==> src/pkg/crc_engine_pkg.sv <==
// Overview of operation
// write transpose field bits 31:30 reshapes every value written to the checksum
// read transpose field bits 29:28 reshapes checksum reads, same four encodings
// control bit 27 and low reserved bits read zero, writes ignored
// read complement bit 26 inverts every checksum read
// seed select bit 25: checksum writes load seed, else fold data
// control bit 24 picks 16-bit or 32-bit checksum width
// data writes of 8, 16 or 32 bits accepted; bytes must be contiguous
// 16-bit mode keeps the running checksum in the low 16 bits
// 32-bit mode keeps the running checksum in all 32 bits
// 16-bit seed write loads only the low 16 bits
// 16-bit mode uses only the low polynomial half
// data folded one byte at a time, two clocks per byte
// narrow writes transposed as zero-extended word, only valid bytes folded
// 16-bit result with read transpose 10 or 11 lands in upper half
// transposes act on the fly, never alter stored checksum; off by default
// setting seed select and writing a seed restarts the checksum
// software sets width, polynomial, transposes, complement, then seed, then data
// checksum reads always return the current intermediate value
// 16-bit mode ignores writes to the upper polynomial half
// non-reflected shift register, top byte first, polynomial xor on carry-out
package crc_engine_pkg;
    localparam logic [3:0] data_offset = 4'h0;
    localparam logic [3:0] poly_offset = 4'h4;
    localparam logic [3:0] ctrl_offset = 4'h8;
    localparam logic [3:0] status_offset = 4'hC;

    localparam logic [31:0] data_reset = 32'hFFFF_FFFF;
    localparam logic [31:0] poly_reset = 32'h0000_1021;
    localparam logic [31:0] ctrl_reset = 32'h0000_0000;

    localparam int wr_tp_lsb = 30;
    localparam int rd_tp_lsb = 28;
    localparam int complement_bit = 26;
    localparam int seed_bit = 25;
    localparam int width_bit = 24;
    localparam int busy_bit = 0;

    localparam logic [1:0] size_8 = 2'h0;
    localparam logic [1:0] size_16 = 2'h1;
    localparam logic [1:0] size_32 = 2'h2;

    localparam logic [1:0] tp_none = 2'h0;
    localparam logic [1:0] tp_bits = 2'h1;
    localparam logic [1:0] tp_both = 2'h2;
    localparam logic [1:0] tp_bytes = 2'h3;

    typedef enum logic [0:0] {engine_idle, engine_busy} engine_state_t;
endpackage

==> src/design/programmable_crc_engine.sv <==
`timescale 1ns/10ps
module programmable_crc_engine (
    input wire logic ref_clk,
    input wire logic nrst,
    input wire logic [3:0] bus_addr,
    input wire logic [31:0] bus_wdata,
    input wire logic [1:0] bus_size,
    input wire logic bus_write,
    input wire logic bus_read,
    output logic [31:0] bus_rdata,
    output logic crc_busy
);
    logic rst_meta;
    logic rst_sync_n;
    logic [31:0] checksum;
    logic [31:0] polynomial_register;
    logic [1:0] write_transpose_sel;
    logic [1:0] read_transpose_sel;
    logic read_complement_en;
    logic seed_write_sel;
    logic width_32_sel;
    logic [31:0] work;
    logic [2:0] bytes_left;
    logic phase;
    crc_engine_pkg::engine_state_t state;

    logic [31:0] next_checksum;
    logic [31:0] next_polynomial_register;
    logic [1:0] next_write_transpose_sel;
    logic [1:0] next_read_transpose_sel;
    logic next_read_complement_en;
    logic next_seed_write_sel;
    logic next_width_32_sel;
    logic [31:0] next_work;
    logic [2:0] next_bytes_left;
    logic next_phase;
    crc_engine_pkg::engine_state_t next_state;
    logic [31:0] next_bus_rdata;
    logic next_crc_busy;

    logic [31:0] write_word;
    logic [31:0] read_word;
    logic [2:0] valid_bytes;

    function automatic logic [31:0] transpose(input logic [31:0] v, input logic [1:0] sel);
        logic [31:0] bitrev;
        bitrev = '0;
        for (int i = 0; i < 32; i++) begin
            bitrev[i] = v[31 - i];
        end
        case (sel)
            crc_engine_pkg::tp_bits: transpose = {bitrev[7:0], bitrev[15:8], bitrev[23:16], bitrev[31:24]};
            crc_engine_pkg::tp_both: transpose = bitrev;
            crc_engine_pkg::tp_bytes: transpose = {v[7:0], v[15:8], v[23:16], v[31:24]};
            default: transpose = v;
        endcase
    endfunction

    function automatic logic [31:0] fold_byte(input logic [31:0] crc, input logic [7:0] b,
                                               input logic [31:0] poly, input logic wide);
        logic [31:0] c;
        c = crc;
        if (wide) begin
            c = c ^ {b, 24'h00_0000};
            for (int i = 0; i < 8; i++) begin
                c = c[31] ? ({c[30:0], 1'b0} ^ poly) : {c[30:0], 1'b0};
            end
        end else begin
            c[15:0] = c[15:0] ^ {b, 8'h00};
            for (int i = 0; i < 8; i++) begin
                c[15:0] = c[15] ? ({c[14:0], 1'b0} ^ poly[15:0]) : {c[14:0], 1'b0};
            end
        end
        fold_byte = c;
    endfunction

    always_ff @(posedge ref_clk or negedge nrst) begin
        if (!nrst) begin
            rst_meta <= 1'b0;
            rst_sync_n <= 1'b0;
        end else begin
            rst_meta <= 1'b1;
            rst_sync_n <= rst_meta;
        end
    end

    always_comb begin
        case (bus_size)
            crc_engine_pkg::size_8: write_word = {24'h00_0000, bus_wdata[7:0]};
            crc_engine_pkg::size_16: write_word = {16'h0000, bus_wdata[15:0]};
            default: write_word = bus_wdata;
        endcase
        write_word = transpose(write_word, write_transpose_sel);
        case (bus_size)
            crc_engine_pkg::size_8: valid_bytes = 3'd1;
            crc_engine_pkg::size_16: valid_bytes = 3'd2;
            default: valid_bytes = 3'd4;
        endcase
        read_word = read_complement_en ? ~checksum : checksum;
        read_word = transpose(read_word, read_transpose_sel);
    end

    always_comb begin
        next_checksum = checksum;
        next_polynomial_register = polynomial_register;
        next_write_transpose_sel = write_transpose_sel;
        next_read_transpose_sel = read_transpose_sel;
        next_read_complement_en = read_complement_en;
        next_seed_write_sel = seed_write_sel;
        next_width_32_sel = width_32_sel;
        next_work = work;
        next_bytes_left = bytes_left;
        next_phase = phase;
        next_state = state;
        next_bus_rdata = 32'h0000_0000;

        case (state)
            crc_engine_pkg::engine_busy: begin
                next_phase = ~phase;
                if (phase) begin
                    next_checksum = fold_byte(checksum, work[31:24], polynomial_register, width_32_sel);
                    next_work = {work[23:0], 8'h00};
                    next_bytes_left = bytes_left - 3'd1;
                    if (bytes_left == 3'd1) begin
                        next_state = crc_engine_pkg::engine_idle;
                    end
                end
            end
            default: next_state = crc_engine_pkg::engine_idle;
        endcase

        if (bus_write) begin
            case (bus_addr)
                crc_engine_pkg::data_offset: begin
                    if (state == crc_engine_pkg::engine_idle) begin
                        if (seed_write_sel) begin
                            if (width_32_sel) begin
                                next_checksum = write_word;
                            end else begin
                                next_checksum[15:0] = write_word[15:0];
                            end
                        end else begin
                            // valid bytes are aligned to the top before folding
                            if (write_transpose_sel[1]) begin
                                next_work = write_word;
                            end else begin
                                next_work = write_word << (6'((3'd4 - valid_bytes)) * 6'd8);
                            end
                            next_bytes_left = valid_bytes;
                            next_phase = 1'b0;
                            next_state = crc_engine_pkg::engine_busy;
                        end
                    end
                end
                crc_engine_pkg::poly_offset: begin
                    next_polynomial_register[15:0] = bus_wdata[15:0];
                    if (width_32_sel) begin
                        next_polynomial_register[31:16] = bus_wdata[31:16];
                    end
                end
                crc_engine_pkg::ctrl_offset: begin
                    next_write_transpose_sel = bus_wdata[crc_engine_pkg::wr_tp_lsb +: 2];
                    next_read_transpose_sel = bus_wdata[crc_engine_pkg::rd_tp_lsb +: 2];
                    next_read_complement_en = bus_wdata[crc_engine_pkg::complement_bit];
                    next_seed_write_sel = bus_wdata[crc_engine_pkg::seed_bit];
                    next_width_32_sel = bus_wdata[crc_engine_pkg::width_bit];
                end
                default: begin
                end
            endcase
        end

        if (bus_read) begin
            case (bus_addr)
                crc_engine_pkg::data_offset: next_bus_rdata = read_word;
                crc_engine_pkg::poly_offset: next_bus_rdata = polynomial_register;
                crc_engine_pkg::ctrl_offset: begin
                    next_bus_rdata[crc_engine_pkg::wr_tp_lsb +: 2] = write_transpose_sel;
                    next_bus_rdata[crc_engine_pkg::rd_tp_lsb +: 2] = read_transpose_sel;
                    next_bus_rdata[crc_engine_pkg::complement_bit] = read_complement_en;
                    next_bus_rdata[crc_engine_pkg::seed_bit] = seed_write_sel;
                    next_bus_rdata[crc_engine_pkg::width_bit] = width_32_sel;
                end
                crc_engine_pkg::status_offset: begin
                    next_bus_rdata[crc_engine_pkg::busy_bit] = (state == crc_engine_pkg::engine_busy);
                end
                default: next_bus_rdata = 32'h0000_0000;
            endcase
        end
        next_crc_busy = (next_state == crc_engine_pkg::engine_busy);
    end

    always_ff @(posedge ref_clk or negedge rst_sync_n) begin
        if (!rst_sync_n) begin
            checksum <= crc_engine_pkg::data_reset;
            polynomial_register <= crc_engine_pkg::poly_reset;
            write_transpose_sel <= crc_engine_pkg::ctrl_reset[crc_engine_pkg::wr_tp_lsb +: 2];
            read_transpose_sel <= crc_engine_pkg::ctrl_reset[crc_engine_pkg::rd_tp_lsb +: 2];
            read_complement_en <= crc_engine_pkg::ctrl_reset[crc_engine_pkg::complement_bit];
            seed_write_sel <= crc_engine_pkg::ctrl_reset[crc_engine_pkg::seed_bit];
            width_32_sel <= crc_engine_pkg::ctrl_reset[crc_engine_pkg::width_bit];
            work <= 32'h0000_0000;
            bytes_left <= 3'd0;
            phase <= 1'b0;
            state <= crc_engine_pkg::engine_idle;
            bus_rdata <= 32'h0000_0000;
            crc_busy <= 1'b0;
        end else begin
            checksum <= next_checksum;
            polynomial_register <= next_polynomial_register;
            write_transpose_sel <= next_write_transpose_sel;
            read_transpose_sel <= next_read_transpose_sel;
            read_complement_en <= next_read_complement_en;
            seed_write_sel <= next_seed_write_sel;
            width_32_sel <= next_width_32_sel;
            work <= next_work;
            bytes_left <= next_bytes_left;
            phase <= next_phase;
            state <= next_state;
            bus_rdata <= next_bus_rdata;
            crc_busy <= next_crc_busy;
        end
    end
endmodule

==> config.mk <==
export PLATFORM = sky130hd
export DESIGN_NAME = programmable_crc_engine
export DESIGN_NICKNAME = d
export VERILOG_FILES = /design/src/pkg/crc_engine_pkg.sv /design/src/design/programmable_crc_engine.sv
export SDC_FILE = /design/constraint.sdc
export NUM_CORES = 1
export LEC_CHECK = 0
export BUFFER_PORTS_ARGS = -buffer_cell sky130_fd_sc_hd__clkbuf_2
export CAP_MARGIN = 25
export CORE_MARGIN = 1.5
export CORE_UTILIZATION = 30
export CTS_BUF_LIST = sky130_fd_sc_hd__clkbuf_4 sky130_fd_sc_hd__clkbuf_8 sky130_fd_sc_hd__clkbuf_16
export DETAILED_ROUTE_END_ITERATION = 10
export GPL_ROUTABILITY_DRIVEN = 0
export SLEW_MARGIN = 30
export SYNTH_ARGS = -nofsm -noshare
export SYNTH_HDL_FRONTEND = slang
export SYNTH_SLANG_ARGS = --single-unit
==> constraint.sdc <==
create_clock -name ref_clk -period 4.4 [get_ports ref_clk]
set_input_delay 0 -clock ref_clk [delete_from_list [all_inputs] [get_ports ref_clk]]
set_output_delay 0 -clock ref_clk [all_outputs]
set_load 0.05 [all_outputs]
==> qor.yml <==
synth_top_family_by_area: "XOR/XNOR gates"
htree_levels: 4
overflow: 0
hp-class: "primary input to flip-flop"
drc: 0
path_clk_slew_ps: 70
crit_top_cell: "or4_4"
critPathLaunchType: "flip-flop"
nets: 1987
end_kind: "flip-flop"
cp.required_ps: 4780
synth_area_leaders: "xnor2_1, dfrtp_1, nand2_1"
synthAdderAreaFrac_pct: 0.170
regArea_um2: 3610
initial_core_util_pct: 30.6
std_cell_rows: 80
synth-async-reset-ratio_pct: 100
final_cell_mix: "nand2_1, xnor2_1, dfrtp_1"
critical_path_buf_inv_count: 0
synth.area.mux_share_pct: 9.76
tightest_slew_ps: 1070
vias: 14400
finClkSkew_ps: 22.6
rr_startpoint: "checksum[31]"
cts_max_path_buffers: 2
cts-root-buf: "clkbuf_16"
first_pass_iters: 6
grt_pass1_vias: 13700
routed_via_density: 5.62
hold_viol_final: 0
final_common_cell: "nand2_1"
wl_per_cell_um: 21.6
synth_xor_area_share_pct: 25.1
syn-instance-count: 1877
cts_sinks: 142
yosys.area.top_type: "xnor2_1"
post-route-period-util_pct: 97.4
grt_usage_pct: 21.8
port_buffers: 74
rr_worst_depth: 13
fmax_mhz: 233
worstReg2RegEnd: "checksum[9]"
synth_top_area_share_pct: 18.4
min_to: "bus_rdata[22]"
hold_depth: 2
ant_nets: 0
synth.ff_latch_count: 142
clock_latency_ps: 460
wl_um: 55500
synth.cell_area_um2: 14700
grt_pass1_wl_um: 84100
drv_cap: 0
status: "finished clean"
slew-limit-headroom_pct: 28.1
multi_input_area_um2: 10500
yosysUniqueCellTypes: 78
cts-buffers-inserted: 17
hold_start: "bus_read"
r2r_slack_ps: 110
crit_arrival_ps: 4670
die_area_um2: 50300
setup_viol: 0
dieWidth_um: 224
tns_ps: 0
cp_max_fo: 6
yosys.area_share.simple_pct: 19.7
synthFlopType: "dfrtp_1"
grt_max_degree: 66
slowest_delay_ps: 630
cts_tree: "yes"
path_cells: "xor2_4 -> nand2_1 -> xnor2_1 -> or4_4 -> nand3_2 -> xnor3_1 -> a211o_1 -> and3b_1 -> or4_4 -> nand3_1 -> xor3_1 -> a221o_1 -> a21oi_1"
seq_area_frac_synth_pct: 24.5
crit_family: "simple AND/OR/NAND/NOR gates"
dp.final_hpwl_um: 40100
antenna_found_initial: 1
ys_warn_count: 0
synth_compound_area_share_pct: 15.8
maxSlewViolCount: 0
die_height_um: 224
synth_edf_count: 0
crit_type: "flip-flop to flip-flop"
drive_above_1_share_pct: 17.2
syn-mean-instance-area_um2: 7.82
final.fill_count: 4941
areaGrowthSynthToFinish_pct: 16.6
coreArea_um2: 48000
syn-num-nets: 1921
diodes: 0
ios: 75
min_period_ps: 4290
cp_slowest_cell: "dfstp_2"
drtIter0Drc: 1708
==> sequential cells by signal, indices dropped and copies added, names as in the netlist, 2 cells and up <==
name and count:
bus_rdata 32, bytes_left 3, write_transpose_sel 2, read_transpose_sel 2, checksum 32, polynomial_register 32
work 32
==> logic make-up (layout without fill, tap and decap cells) <==
logic type	after synthesis	count (layout)
adder cells (fa/ha/maj)	2	2
buffers and inverters	185	264
multiplexers	136	136
other	1	1
XOR/XNOR	374	374
AND/OR/NAND/NOR	679	679
AO/OA/AOI/OAI	358	358
flip-flops	142	142
==> synth_stat cells (8+ instances only) <==
master / instances
xnor3_1: 23
a2bb2oi_1: 10
a32o_1: 8
xnor2_1: 308
dfrtp_1: 107
mux2i_1: 88
o22ai_1: 15
nor3_1: 10
buf_1: 35
dfstp_2: 35
nor2_1: 81
a31oi_1: 45
o21ai_0: 90
inv_1: 12
buf_2: 12
a211o_1: 9
mux2_2: 47
and3_1: 22
nor2b_1: 17
nand2_1: 452
and2_1: 33
a211oi_1: 22
xor2_1: 37
nand3_1: 31
a21oi_1: 84
clkbuf_1: 119
==> area by class of cell <==
type                       count  share of cell area (%)
clock inverter                14                   0.855
multi-input combinational   1550                    61.3
inverter                      16                   0.351
sequential                   142                    21.1
clock buffer                  18                    2.53
tap                          615                    4.49
timing repair buffer         216                    9.44
==> routing by layer <==
layer	GRT usage, %	wire [µm]	vias to the layer above
met5	0	0	-
met2	33.5	24200	834
met4	8.90	2370	0
met1	30.1	23200	6952
li1	-	-	6500
met3	3.91	5700	151
==> worst max-delay path by stage <==
stage	from	endpoint	slack (ps)	cells after the start
2_1_floorplan	rst_sync_n	bus_rdata[0]	210	0
3_3_place_gp	checksum[31]	checksum[24]	100	14
3_5_place_dp	checksum[31]	checksum[24]	-10	14
4_1_cts	checksum[31]	checksum[9]	40	13
5_1_grt	checksum[31]	checksum[10]	-20	14
6_report	checksum[31]	checksum[9]	110	13
==> stage by stage <==
stage	setup WS (ps)	hold WS, ps	utilization (%)	instances	area [µm²]
2_1_floorplan	212	-296	-	1877	14700
3_3_place_gp	98.1	-214	33.3	2495	16000
3_5_place_dp	-11.2	-209	33.3	2496	16000
4_1_cts	38.2	85.6	35.3	2565	17000
5_1_grt	-17.8	138	35.6	2571	17100
6_report	114	103	35.6	2571	17100
==> worst reg2reg max path, cell delays in order (launching register included) <==
cell	delay [ps]
dfstp_2	630
xor2_4	210
nand2_1	110
xnor2_1	170
or4_4	560
nand3_2	100
xnor3_1	340
a211o_1	310
and3b_1	240
or4_4	570
nand3_1	110
xor3_1	400
a221o_1	350
a21oi_1	120
==> timing repair <==
item | in CTS | in global routing
hold buffers | 37 | 0
endpoints found under the hold margin | 42 | 0
setup buffers | 0 | 5
gates resized for setup | 1 | 21
pin swaps | 0 | 2
setup endpoints to repair | 2 | 26
cloned | 0 | 1
Power is left out: the tool's default activity adds up to more than one toggle a clock period on the data nets, which glitch-free logic cannot reach.
